--- src/udl_regs.svh ---
// register offsets, field positions, reset values and codes of the dual channel register decode
`ifndef UDL_REGS_SVH
`define UDL_REGS_SVH

// ----------------------------------------------------------------
// offsets (three-bit host address)
// ----------------------------------------------------------------
`define UDL_ADDR_0              3'h0
`define UDL_ADDR_1              3'h1
`define UDL_ADDR_2              3'h2
`define UDL_ADDR_3              3'h3
`define UDL_ADDR_4              3'h4
`define UDL_ADDR_5              3'h5
`define UDL_ADDR_6              3'h6
`define UDL_ADDR_7              3'h7

// ----------------------------------------------------------------
// field positions and special values
// ----------------------------------------------------------------
`define UDL_LC_ENHANCED_VAL     8'hBF
`define UDL_LC_DIVISOR_BIT      7
`define UDL_MC_DTR_BIT          0
`define UDL_MC_RTS_BIT          1
`define UDL_MC_OUT1_BIT         2
`define UDL_MC_OUT2_BIT         3
`define UDL_MC_LOOPBACK_BIT     4
`define UDL_EF_ENHANCED_BIT     4
`define UDL_EF_AUTO_RTS_BIT     6
`define UDL_EF_AUTO_CTS_BIT     7
`define UDL_FCT_LEVEL_SEL_BIT   6

// ----------------------------------------------------------------
// reset values and read-only codes (codes are arbitrary)
// ----------------------------------------------------------------
`define UDL_REG_RST             8'h00
`define UDL_DIV_ZERO            8'h00
`define UDL_UNMAPPED_READ       8'h00
`define UDL_REVISION_CODE       8'h01
`define UDL_IDENT_CODE          8'h5A

`endif

--- src/udl_pkg.sv ---
// types shared by the dual channel register decode and loopback block
package udl_pkg;

    // host parallel bus pins
    typedef struct packed {
        logic       cs_n;
        logic       chan_sel;
        logic       rd_n;
        logic       wr_n;
        logic [2:0] addr;
        logic [7:0] data;
    } udl_host_pins_t;

    // per channel modem and serial input pins
    typedef struct packed {
        logic rx;
        logic cts_n;
        logic dsr_n;
        logic cd_n;
        logic ri_n;
    } udl_modem_pins_t;

    // per channel status from the uart core
    typedef struct packed {
        logic [7:0] rx_holding;
        logic [7:0] interrupt_status;
        logic [7:0] line_status;
        logic [7:0] fifo_level;
        logic       tsr_serial;
    } udl_core_stat_t;

    // per channel strobes and loopback routing to the uart core
    typedef struct packed {
        logic       tx_write;
        logic       rx_read;
        logic       fifo_ctrl_write;
        logic       trigger_write;
        logic       loopback;
        logic       auto_rts_en;
        logic       auto_cts_en;
        logic       rx_serial;
        logic       cts_n;
        logic       dsr_n;
        logic       cd_n;
        logic       ri_n;
        logic [7:0] wdata;
    } udl_core_ctrl_t;

    // per channel output pins
    typedef struct packed {
        logic tx;
        logic rts_n;
        logic dtr_n;
    } udl_line_out_t;

    // per channel register set
    typedef struct packed {
        logic [7:0] divisor_low;
        logic [7:0] divisor_high;
        logic [7:0] alternate_function;
        logic [7:0] divisor_fraction;
        logic [7:0] interrupt_enable;
        logic [7:0] line_control;
        logic [7:0] modem_control;
        logic [7:0] scratch_pad;
        logic [7:0] enhanced_mode_select;
        logic [7:0] fifo_trigger_level;
        logic [7:0] feature_control;
        logic [7:0] enhanced_function;
        logic [7:0] resume_char_1;
        logic [7:0] resume_char_2;
        logic [7:0] stop_char_1;
        logic [7:0] stop_char_2;
        logic [3:0] modem_delta;
    } udl_chan_regs_t;

    typedef enum logic [4:0] {
        SEL_NONE, SEL_RX_HOLDING, SEL_TX_HOLDING, SEL_DIV_LOW, SEL_DIV_HIGH,
        SEL_REVISION, SEL_IDENT, SEL_ALT_FUNC, SEL_DIV_FRAC, SEL_INT_ENABLE,
        SEL_INT_STATUS, SEL_FIFO_CTRL, SEL_LINE_CTRL, SEL_MODEM_CTRL,
        SEL_LINE_STATUS, SEL_MODEM_STATUS, SEL_SCRATCH, SEL_LEVEL_ALT,
        SEL_MODE_SELECT, SEL_TRIGGER, SEL_LEVEL_COUNT, SEL_FEATURE,
        SEL_ENH_FUNC, SEL_RESUME_1, SEL_RESUME_2, SEL_STOP_1, SEL_STOP_2
    } udl_sel_t;

    typedef enum logic [1:0] {
        PH_IDLE, PH_READ, PH_WRITE
    } udl_phase_t;

    typedef struct packed {
        udl_host_pins_t        host;
        udl_modem_pins_t [1:0] modem;
    } udl_sync_t;

    typedef struct packed {
        udl_sync_t             s1;
        udl_sync_t             s2;
        udl_phase_t            phase;
        logic                  chan;
        logic [2:0]            addr;
        logic [7:0]            wdata;
        logic [7:0]            rdata;
        logic                  oe;
        udl_chan_regs_t [1:0]  regs;
        udl_core_ctrl_t [1:0]  ctrl;
        udl_line_out_t  [1:0]  line;
    } udl_state_t;

endpackage

--- src/udl_reg_decode.sv ---
// dual channel register decode with internal loopback routing
//
// Overview of operation
// [RULE_01] modem control bit 4 enables loopback
// [RULE_02] transmit serial output feeds receiver internally
// [RULE_03] loopback holds tx, rts, dtr; ignores modem inputs
// [RULE_04] no automatic rts/cts flow control in loopback
// [RULE_05] host keeps rx pin high during loopback
// [RULE_06] separate register set per channel, chip select
// [RULE_07] address 0 normal: rx read, tx write
// [RULE_08] divisor access: address 0 low, 1 high
// [RULE_09] divisor access address 2: alternate or fraction
// [RULE_10] zero divisor reads revision and identification codes
// [RULE_11] address 1 normal: interrupt enable register
// [RULE_12] address 2: interrupt status read, fifo control write
// [RULE_13] line control and modem control always accessible; in the enhanced set address 4 selects resume char 1, not modem control
// [RULE_14] line and modem status are read only
// [RULE_15] address 7: scratch pad or fifo level
// [RULE_16] address 7 write: enhanced mode select
// [RULE_17] enhanced set address 0: trigger write, level read
// [RULE_18] enhanced set: feature control, enhanced function
// [RULE_19] enhanced set addresses 4-7: resume, stop characters
// [RULE_20] all registers eight bits, single access
`timescale 1ns/1ns
`include "udl_regs.svh"
`default_nettype none

module udl_reg_decode (
    input  wire logic                           ref_clk_i,   // 25 MHz clock
    input  wire logic                           rst_i,       // async reset, high
    input  wire udl_pkg::udl_host_pins_t        host_i,      // host bus pins
    input  wire udl_pkg::udl_modem_pins_t [1:0] modem_i,     // serial and modem pins
    input  wire udl_pkg::udl_core_stat_t  [1:0] core_stat_i, // uart core status
    output var  logic [7:0]                     data_o,      // host read data
    output var  logic                           data_oe_o,   // host data drive enable
    output var  udl_pkg::udl_core_ctrl_t  [1:0] core_ctrl_o, // uart core strobes
    output var  udl_pkg::udl_line_out_t   [1:0] line_o,      // serial and modem outputs
    output var  udl_pkg::udl_chan_regs_t  [1:0] regs_o       // register contents
);
    import udl_pkg::*;

    udl_state_t st_ff;
    udl_state_t nxt_st;

    // ----------------------------------------------------------------
    // address decode
    // ----------------------------------------------------------------
    function automatic udl_sel_t reg_decode(
        input logic [2:0] addr,
        input logic [7:0] line_ctrl,
        input logic       enh_bit,
        input logic       level_sel,
        input logic       div_zero,
        input logic       is_write
    );
        logic     enh;
        logic     div_acc;
        udl_sel_t sel;
        enh     = (line_ctrl == `UDL_LC_ENHANCED_VAL);
        div_acc = line_ctrl[`UDL_LC_DIVISOR_BIT] & ~enh;
        sel     = SEL_NONE;
        case (addr)
            `UDL_ADDR_0: begin
                // [RULE_17] trigger and level count
                if (enh) begin
                    sel = is_write ? SEL_TRIGGER : SEL_LEVEL_COUNT;
                // [RULE_08] [RULE_10] divisor or codes
                end else if (div_acc) begin
                    sel = (!is_write && div_zero) ? SEL_REVISION : SEL_DIV_LOW;
                // [RULE_07] holding registers
                end else begin
                    sel = is_write ? SEL_TX_HOLDING : SEL_RX_HOLDING;
                end
            end
            `UDL_ADDR_1: begin
                // [RULE_18] feature control
                if (enh) begin
                    sel = SEL_FEATURE;
                // [RULE_08] [RULE_10] divisor or codes
                end else if (div_acc) begin
                    sel = (!is_write && div_zero) ? SEL_IDENT : SEL_DIV_HIGH;
                // [RULE_11] interrupt enable
                end else begin
                    sel = SEL_INT_ENABLE;
                end
            end
            `UDL_ADDR_2: begin
                // [RULE_18] enhanced function
                if (enh) begin
                    sel = SEL_ENH_FUNC;
                // [RULE_09] alternate or fractional
                end else if (div_acc) begin
                    sel = enh_bit ? SEL_DIV_FRAC : SEL_ALT_FUNC;
                // [RULE_12] status read, control write
                end else begin
                    sel = is_write ? SEL_FIFO_CTRL : SEL_INT_STATUS;
                end
            end
            // [RULE_13] line control unconditional
            `UDL_ADDR_3: begin
                sel = SEL_LINE_CTRL;
            end
            // [RULE_13] [RULE_19] modem control or resume
            `UDL_ADDR_4: begin
                sel = enh ? SEL_RESUME_1 : SEL_MODEM_CTRL;
            end
            // [RULE_14] [RULE_19] line status read only
            `UDL_ADDR_5: begin
                if (enh) begin
                    sel = SEL_RESUME_2;
                end else begin
                    sel = is_write ? SEL_NONE : SEL_LINE_STATUS;
                end
            end
            // [RULE_14] [RULE_19] modem status read only
            `UDL_ADDR_6: begin
                if (enh) begin
                    sel = SEL_STOP_1;
                end else begin
                    sel = is_write ? SEL_NONE : SEL_MODEM_STATUS;
                end
            end
            `UDL_ADDR_7: begin
                // [RULE_19] second stop character
                if (enh) begin
                    sel = SEL_STOP_2;
                // [RULE_15] [RULE_16] scratch, level, mode select
                end else if (level_sel) begin
                    sel = is_write ? SEL_MODE_SELECT : SEL_LEVEL_ALT;
                end else begin
                    sel = SEL_SCRATCH;
                end
            end
            default: begin
                sel = SEL_NONE;
            end
        endcase
        return sel;
    endfunction

    // ----------------------------------------------------------------
    // next state
    // ----------------------------------------------------------------
    always_comb begin
        udl_host_pins_t  h;
        udl_chan_regs_t  r;
        udl_core_stat_t  s;
        udl_sel_t        sel;
        logic            ch;
        logic            loop;
        logic [3:0]      prev_in;
        logic [3:0]      new_in;
        h       = st_ff.s2.host;
        r       = '0;
        s       = '0;
        sel     = SEL_NONE;
        ch      = 1'b0;
        loop    = 1'b0;
        prev_in = '0;
        new_in  = '0;
        nxt_st  = st_ff;

        // two-flop pin synchronisers
        nxt_st.s1.host  = host_i;
        nxt_st.s1.modem = modem_i;
        nxt_st.s2       = st_ff.s1;

        for (int c = 0; c < 2; c++) begin
            nxt_st.ctrl[c].tx_write        = 1'b0;
            nxt_st.ctrl[c].rx_read         = 1'b0;
            nxt_st.ctrl[c].fifo_ctrl_write = 1'b0;
            nxt_st.ctrl[c].trigger_write   = 1'b0;
        end

        case (st_ff.phase)
            PH_IDLE: begin
                // [RULE_06] chip select and channel select
                ch = h.chan_sel;
                r  = st_ff.regs[ch];
                s  = core_stat_i[ch];
                if (!h.cs_n && !h.rd_n) begin
                    sel = reg_decode(h.addr, r.line_control,
                                     r.enhanced_function[`UDL_EF_ENHANCED_BIT],
                                     r.feature_control[`UDL_FCT_LEVEL_SEL_BIT],
                                     (r.divisor_low == `UDL_DIV_ZERO) &&
                                     (r.divisor_high == `UDL_DIV_ZERO), 1'b0);
                    nxt_st.oe    = 1'b1;
                    nxt_st.phase = PH_READ;
                    // [RULE_20] eight-bit read mux
                    case (sel)
                        SEL_RX_HOLDING: begin
                            nxt_st.rdata           = s.rx_holding;
                            nxt_st.ctrl[ch].rx_read = 1'b1;
                        end
                        SEL_DIV_LOW:      nxt_st.rdata = r.divisor_low;
                        SEL_DIV_HIGH:     nxt_st.rdata = r.divisor_high;
                        SEL_REVISION:     nxt_st.rdata = `UDL_REVISION_CODE;
                        SEL_IDENT:        nxt_st.rdata = `UDL_IDENT_CODE;
                        SEL_ALT_FUNC:     nxt_st.rdata = r.alternate_function;
                        SEL_DIV_FRAC:     nxt_st.rdata = r.divisor_fraction;
                        SEL_INT_ENABLE:   nxt_st.rdata = r.interrupt_enable;
                        SEL_INT_STATUS:   nxt_st.rdata = s.interrupt_status;
                        SEL_LINE_CTRL:    nxt_st.rdata = r.line_control;
                        SEL_MODEM_CTRL:   nxt_st.rdata = r.modem_control;
                        SEL_LINE_STATUS:  nxt_st.rdata = s.line_status;
                        SEL_MODEM_STATUS: begin
                            nxt_st.rdata = {~st_ff.ctrl[ch].cd_n, ~st_ff.ctrl[ch].ri_n,
                                            ~st_ff.ctrl[ch].dsr_n, ~st_ff.ctrl[ch].cts_n,
                                            r.modem_delta};
                            nxt_st.regs[ch].modem_delta = '0;
                        end
                        SEL_SCRATCH:      nxt_st.rdata = r.scratch_pad;
                        SEL_LEVEL_ALT:    nxt_st.rdata = s.fifo_level;
                        SEL_LEVEL_COUNT:  nxt_st.rdata = s.fifo_level;
                        SEL_FEATURE:      nxt_st.rdata = r.feature_control;
                        SEL_ENH_FUNC:     nxt_st.rdata = r.enhanced_function;
                        SEL_RESUME_1:     nxt_st.rdata = r.resume_char_1;
                        SEL_RESUME_2:     nxt_st.rdata = r.resume_char_2;
                        SEL_STOP_1:       nxt_st.rdata = r.stop_char_1;
                        SEL_STOP_2:       nxt_st.rdata = r.stop_char_2;
                        default:          nxt_st.rdata = `UDL_UNMAPPED_READ;
                    endcase
                end else if (!h.cs_n && !h.wr_n) begin
                    nxt_st.chan  = h.chan_sel;
                    nxt_st.addr  = h.addr;
                    nxt_st.wdata = h.data;
                    nxt_st.phase = PH_WRITE;
                end
            end
            PH_READ: begin
                if (h.rd_n) begin
                    nxt_st.oe    = 1'b0;
                    nxt_st.phase = PH_IDLE;
                end
            end
            PH_WRITE: begin
                if (!h.wr_n) begin
                    // keep data seen while strobe still low
                    nxt_st.wdata = h.data;
                end else begin
                    ch  = st_ff.chan;
                    r   = st_ff.regs[ch];
                    sel = reg_decode(st_ff.addr, r.line_control,
                                     r.enhanced_function[`UDL_EF_ENHANCED_BIT],
                                     r.feature_control[`UDL_FCT_LEVEL_SEL_BIT],
                                     1'b0, 1'b1);
                    nxt_st.ctrl[ch].wdata = st_ff.wdata;
                    nxt_st.phase          = PH_IDLE;
                    // [RULE_20] eight-bit write decode
                    case (sel)
                        SEL_TX_HOLDING:  nxt_st.ctrl[ch].tx_write = 1'b1;
                        SEL_DIV_LOW:     nxt_st.regs[ch].divisor_low = st_ff.wdata;
                        SEL_DIV_HIGH:    nxt_st.regs[ch].divisor_high = st_ff.wdata;
                        SEL_ALT_FUNC:    nxt_st.regs[ch].alternate_function = st_ff.wdata;
                        SEL_DIV_FRAC:    nxt_st.regs[ch].divisor_fraction = st_ff.wdata;
                        SEL_INT_ENABLE:  nxt_st.regs[ch].interrupt_enable = st_ff.wdata;
                        SEL_FIFO_CTRL:   nxt_st.ctrl[ch].fifo_ctrl_write = 1'b1;
                        SEL_LINE_CTRL:   nxt_st.regs[ch].line_control = st_ff.wdata;
                        SEL_MODEM_CTRL:  nxt_st.regs[ch].modem_control = st_ff.wdata;
                        SEL_SCRATCH:     nxt_st.regs[ch].scratch_pad = st_ff.wdata;
                        SEL_MODE_SELECT: nxt_st.regs[ch].enhanced_mode_select = st_ff.wdata;
                        SEL_TRIGGER: begin
                            nxt_st.regs[ch].fifo_trigger_level = st_ff.wdata;
                            nxt_st.ctrl[ch].trigger_write      = 1'b1;
                        end
                        SEL_FEATURE:     nxt_st.regs[ch].feature_control = st_ff.wdata;
                        SEL_ENH_FUNC:    nxt_st.regs[ch].enhanced_function = st_ff.wdata;
                        SEL_RESUME_1:    nxt_st.regs[ch].resume_char_1 = st_ff.wdata;
                        SEL_RESUME_2:    nxt_st.regs[ch].resume_char_2 = st_ff.wdata;
                        SEL_STOP_1:      nxt_st.regs[ch].stop_char_1 = st_ff.wdata;
                        SEL_STOP_2:      nxt_st.regs[ch].stop_char_2 = st_ff.wdata;
                        default: begin
                        end
                    endcase
                end
            end
            default: begin
                nxt_st.oe    = 1'b0;
                nxt_st.phase = PH_IDLE;
            end
        endcase

        // ----------------------------------------------------------------
        // per channel loopback routing
        // ----------------------------------------------------------------
        for (int c = 0; c < 2; c++) begin
            r    = st_ff.regs[c];
            // [RULE_01] loopback enable
            loop = r.modem_control[`UDL_MC_LOOPBACK_BIT];
            nxt_st.ctrl[c].loopback  = loop;
            // [RULE_02] transmit output to receiver
            nxt_st.ctrl[c].rx_serial = loop ? core_stat_i[c].tsr_serial
                                            : st_ff.s2.modem[c].rx;
            // [RULE_03] modem inputs ignored
            if (loop) begin
                nxt_st.ctrl[c].cts_n = ~r.modem_control[`UDL_MC_RTS_BIT];
                nxt_st.ctrl[c].dsr_n = ~r.modem_control[`UDL_MC_DTR_BIT];
                nxt_st.ctrl[c].ri_n  = ~r.modem_control[`UDL_MC_OUT1_BIT];
                nxt_st.ctrl[c].cd_n  = ~r.modem_control[`UDL_MC_OUT2_BIT];
            end else begin
                nxt_st.ctrl[c].cts_n = st_ff.s2.modem[c].cts_n;
                nxt_st.ctrl[c].dsr_n = st_ff.s2.modem[c].dsr_n;
                nxt_st.ctrl[c].ri_n  = st_ff.s2.modem[c].ri_n;
                nxt_st.ctrl[c].cd_n  = st_ff.s2.modem[c].cd_n;
                // [RULE_03] pins follow only outside loopback
                nxt_st.line[c].tx    = core_stat_i[c].tsr_serial;
                nxt_st.line[c].rts_n = ~r.modem_control[`UDL_MC_RTS_BIT];
                nxt_st.line[c].dtr_n = ~r.modem_control[`UDL_MC_DTR_BIT];
            end
            // [RULE_04] auto flow control gated off
            nxt_st.ctrl[c].auto_rts_en = r.enhanced_function[`UDL_EF_AUTO_RTS_BIT] & ~loop;
            nxt_st.ctrl[c].auto_cts_en = r.enhanced_function[`UDL_EF_AUTO_CTS_BIT] & ~loop;
            // change flags: a set beats a status read clear
            prev_in = {st_ff.ctrl[c].cd_n, st_ff.ctrl[c].ri_n,
                       st_ff.ctrl[c].dsr_n, st_ff.ctrl[c].cts_n};
            new_in  = {nxt_st.ctrl[c].cd_n, nxt_st.ctrl[c].ri_n,
                       nxt_st.ctrl[c].dsr_n, nxt_st.ctrl[c].cts_n};
            nxt_st.regs[c].modem_delta = nxt_st.regs[c].modem_delta | (prev_in ^ new_in);
        end
    end

    // ----------------------------------------------------------------
    // state register
    // ----------------------------------------------------------------
    always_ff @(posedge ref_clk_i or posedge rst_i) begin
        if (rst_i) begin
            st_ff                 <= '0;
            st_ff.s1.host.cs_n    <= 1'b1;
            st_ff.s1.host.rd_n    <= 1'b1;
            st_ff.s1.host.wr_n    <= 1'b1;
            st_ff.s2.host.cs_n    <= 1'b1;
            st_ff.s2.host.rd_n    <= 1'b1;
            st_ff.s2.host.wr_n    <= 1'b1;
            st_ff.phase           <= PH_IDLE;
            for (int c = 0; c < 2; c++) begin
                st_ff.line[c].tx       <= 1'b1;
                st_ff.line[c].rts_n    <= 1'b1;
                st_ff.line[c].dtr_n    <= 1'b1;
                st_ff.ctrl[c].rx_serial <= 1'b1;
                st_ff.ctrl[c].cts_n    <= 1'b1;
                st_ff.ctrl[c].dsr_n    <= 1'b1;
                st_ff.ctrl[c].cd_n     <= 1'b1;
                st_ff.ctrl[c].ri_n     <= 1'b1;
                st_ff.s1.modem[c]      <= '1;
                st_ff.s2.modem[c]      <= '1;
                st_ff.regs[c]          <= {{16{`UDL_REG_RST}}, 4'h0};
            end
        end else begin
            st_ff <= nxt_st;
        end
    end

    assign data_o      = st_ff.rdata;
    assign data_oe_o   = st_ff.oe;
    assign core_ctrl_o = st_ff.ctrl;
    assign line_o      = st_ff.line;
    assign regs_o      = st_ff.regs;

endmodule

`default_nettype wire

--- config.mk ---
export PLATFORM = sky130hd
export DESIGN_NAME = udl_reg_decode
export DESIGN_NICKNAME = d
export VERILOG_FILES = /design/src/udl_pkg.sv /design/src/udl_reg_decode.sv
export VERILOG_INCLUDE_DIRS = /design/src
export SDC_FILE = /design/constraint.sdc
export NUM_CORES = 1
export LEC_CHECK = 0
export BUFFER_PORTS_ARGS = -buffer_cell sky130_fd_sc_hd__buf_2
export CORE_MARGIN = 5
export CORE_UTILIZATION = 46
export CTS_CLUSTER_DIAMETER = 100
export DETAILED_ROUTE_END_ITERATION = 10
export PLACE_DENSITY = 0.69
export SYNTH_ARGS = -nofsm -noshare
export SYNTH_HDL_FRONTEND = slang
export SYNTH_SLANG_ARGS = --single-unit
--- constraint.sdc ---
create_clock -name ref_clk_i -period 29.9 [get_ports ref_clk_i]
set_input_delay 2.99 -clock ref_clk_i [delete_from_list [all_inputs] [get_ports ref_clk_i]]
set_output_delay 2.99 -clock ref_clk_i [all_outputs]
set_load 0.005 [all_outputs]
==> results.md <==
- The flow ran to the end, and the final reports show no timing, DRC or antenna violations.
- For this run, the top clock speed supported by timing is roughly 200 MHz.
- The startpoint identified for the worst register-to-register timing path is st_ff[330].
- Buffers inserted during clock tree synthesis total 43.
- The via density per instance is around 6.0.
- The worst min-delay path category is flip-flop to flip-flop.
- The worst register-to-register path ends at regs_o[72].
- The sequential element share of the synthesized area is 47.5%.
- The final layout contains routed wiring with a total length of around 76000 um.
- The timing endpoint of the critical path is regs_o[72].
- The number of levels the H-tree was split into is 2.
- The post-route netlist has a little under two fifths of its cells at a drive strength greater than 1.
- roughly 400 I/O pins were placed.
- The final-report setup violation count is 0.
- The wire length on met2 is roughly 35000 um.
- The residual antenna-violating net count after detailed routing is 0.
- The leading register cell type out of synthesis is sky130_fd_sc_hd__dfrtp_1.
- Data arrives at the worst endpoint at about 5.5 ns.
- The start point of the critical path is st_ff[330].
- The final layout contains 2038 nets.
- After detailed routing, no signal wire sits above met4.
- The worst IR drop on VDD is 0.0420 mV.
- After layout, the minimum clock period comes to ~5.0 ns.
- The overflow left after global routing is 0.
- In this run the worst path has a maximum fanout of 25.
- Averaged over all synthesized cells, the footprint is 10.9 sq um.
- Entering global routing, the biggest net connects about 130 pins.
- The number of global-route vias before repair came to 15600.
- The initial antenna violation count is 0.
- The measured slew at the worst slew-check pin is 1.17 ns.
- The worst slew slack as a fraction of its limit is 21.5%.
- The CTS tree is yes.
- The length of the first detailed-routing pass in iterations is 5.
- The number of sinks on the clock net is between 300 and 400.
- The required time of the worst setup path is between 30 and 40 ns.
- In the final layout, the multi-input gates occupy 7780 sq um.
- The core area is 43900 sq um.
- The number of nets handed over by synthesis was approximately 2000.
- The clock-pin slew on the worst setup and hold paths is 0.07 ns.
- The critical path capture point type is a flip-flop.
- The number of synthesized flops with an enable pin is 0.
- The Yosys warning count is 0.
- The number of maximum-capacitance constraint violations is 0.
- After detailed routing, the number of remaining DRC violations is 0.
- The die is 220 um wide.
- The register-to-register path setup slack is about 25 ns.
- Setup repair after global routing left no endpoint under its margin.
- Global routing used 31.0% of the available tracks across all layers.
- The worst setup path category is flip-flop to flip-flop.
- The routability congestion estimate from global placement is between 0.9 and 1.
- Summed over all cells, the static leakage comes to approximately 11 nW.
- In the final routed layout, each cell accounts on average for 29.8 um.
- The total of cells resized after clock tree synthesis is 0.
- Along the worst hold path, the cell count comes to 0.
- The post-route clock period utilization is between 15 and 20%.
- The post-synthesis cell count is between 1500 and 2000.
- The detailed-routed wire length on met3 is between 7000 and 8000 um.
- In this run the power density over the cells is about 66 nW/um^2.
- The final cell count without fillers is about 2600.
- For this block, wires on met1 add up to approximately 31000 um.
- The die covers between 40000 and 50000 sq um.
- The wire length of the first global-routing pass is approximately 110000 um.
- The share of async-settable or async-resettable flops after synthesis is 100%.
- Summed over all nets, the half-perimeter wirelength after detailed placement is 56700 um.
- Once the floorplan was initialized, standard cells occupied between 40% and 50% of the core.
- The number of inserted filler cells in the final layout is between 4000 and 5000.
- The repair_antennas step left the layout with diodes totalling 0.
- The clock tree buffer depth is 3.
- In this run the clock root is driven by a sky130_fd_sc_hd__clkbuf_16.
- In this run the core area contains 77 standard-cell rows.
- Registers take just under 10000 sq um.
- The initial detailed-routing violation count is ~1500.
- The total setup buffers inserted after CTS is 0.
- The worst register-to-register path has a depth of 8.
- The total standard cell area after synthesis is 20300 sq um.
- The count of hold buffers inserted by post-cts repair is 0.
- The routed layout has roughly 15000 vias.
- The number of different library cells used by synthesis comes to between 80 and 90.
- The flip-flop and latch count after synthesis is roughly 380.
- The worst setup path is launched from a flip-flop.
- Between clock sinks in the finished design, the worst skew comes to around 0.030 ns.
- The setup TNS is 0 ns.
- The die is about 220 um tall.
- The area growth from synthesis to layout is 8.33%.
- On the final layout, the worst hold slack is ~0.35 ns.
- The clock latency reported for the late side of the worst-skew pair is just under 0.6 ns.
- Power comes to 1.46 mW.
- Buffers placed on the I/O ports in this run total between 400 and 500.
- The post-placement cell count is roughly 2500.
- The number of max-slew violations in the final report is 0.
- The hold violation count in the final report is 0.
==> report_power, final <==
group / internal [mW] / switching, mW / total [mW] / leakage, nW
logic: 0.104 / 0.183 / 0.287 / 5.15
clock network: 0.313 / 0.232 / 0.544 / 0.691
registers: 0.568 / 0.0617 / 0.629 / 5.03
==> critical path, cell delays in order (launching register included) <==
cell	delay, ns
sky130_fd_sc_hd__dfrtp_1	0.84
sky130_fd_sc_hd__buf_4	0.45
sky130_fd_sc_hd__mux2_2	0.35
sky130_fd_sc_hd__a41oi_1	0.22
sky130_fd_sc_hd__o31a_1	0.33
sky130_fd_sc_hd__or3_1	0.55
sky130_fd_sc_hd__o41ai_2	1.03
sky130_fd_sc_hd__nand4_1	0.71
sky130_fd_sc_hd__a22o_1	0.39
==> through the flow <==
| stage | cell area (sq um) | setup slack [ns] | util [%] |
|---|---|---|---|
| 2_1_floorplan | 20300 | 16.34 | - |
| 3_3_place_gp | 20500 | 24.44 | 46.7 |
| 3_5_place_dp | 20500 | 24.36 | 46.7 |
| 4_1_cts | 22000 | 24.97 | 50.1 |
| 5_1_grt | 22000 | 24.65 | 50.1 |
| 6_report | 22000 | 24.89 | 50.1 |
==> Yosys cell counts, drive strengths merged, types with 35 or more instances <==
cell type	count	share of area, %
a22o	50	2.2
buf	352	13
clkbuf	53	0.98
dfrtp	341	42
dfstp	42	5.4
mux2	175	9.7
mux2i	110	5.5
nand2	196	3.6
nand3	35	0.86
nor2	57	1.1
nor3	37	1.2
o21ai	79	1.9
==> cells by family after synthesis <==
| family | count (synthesis) | share of synthesized area [%] |
|---|---|---|
| AND/OR/NAND/NOR | 424 | 10.2 |
| multiplexers | 285 | 15.2 |
| AO/OA/AOI/OAI | 331 | 12.4 |
| buffers and inverters | 433 | 14.2 |
| flip-flops | 383 | 47.5 |
| XOR/XNOR | 10 | 0.468 |
==> worst min path at each step <==
stage	endpoint	from	slack [ns]
finish	st_ff[350]	nxt_st[350]	0.35
global route	st_ff[346]	nxt_st[346]	0.35
CTS	st_ff[350]	nxt_st[350]	0.35
detailed placement	st_ff[350]	nxt_st[350]	0.33
global placement	st_ff[348]	nxt_st[348]	0.34
floorplan	st_ff[343]	nxt_st[343]	0.33
==> routing by layer <==
layer  track usage [%]  up-vias
met4              10.7        0
met1              42.2     7934
met2              48.7      847
met3              7.50      138
li1                  -     6550
met5                 0        -
==> layout by cell type (no fill, tap or decap), types with 13 or more instances in the layout <==
master	count
sky130_fd_sc_hd__mux2i_1	109
sky130_fd_sc_hd__nor2_1	57
sky130_fd_sc_hd__o2bb2ai_1	34
sky130_fd_sc_hd__nor3_1	28
sky130_fd_sc_hd__o22ai_1	13
sky130_fd_sc_hd__clkbuf_16	43
sky130_fd_sc_hd__buf_4	27
sky130_fd_sc_hd__o21ai_0	73
sky130_fd_sc_hd__a21oi_1	26
sky130_fd_sc_hd__buf_2	411
sky130_fd_sc_hd__dfstp_2	42
sky130_fd_sc_hd__nor2b_1	15
sky130_fd_sc_hd__inv_1	22
sky130_fd_sc_hd__nand3_1	35
sky130_fd_sc_hd__a22o_1	50
sky130_fd_sc_hd__mux2_2	167
sky130_fd_sc_hd__nand2_1	195
sky130_fd_sc_hd__dfrtp_1	340
sky130_fd_sc_hd__nor4_1	18
==> layout make-up <==
class / count / area share [%]
inverter: 28 / 0.512
multi-input combinational: 1050 / 35.4
sequential: 383 / 43.8
clock buffer: 54 / 5.40
tap: 592 / 3.37
clock inverter: 24 / 1.21
timing repair buffer: 439 / 10.3
==> state kept, by name, indices dropped and copies added, names as in the netlist <==
name	flops
st_ff	39
data_o	8
data_oe_o	1
regs_o	264
nxt_st	25
line_o	6
core_ctrl_o	40
Note: power is estimated with default switching activity, not from simulation.
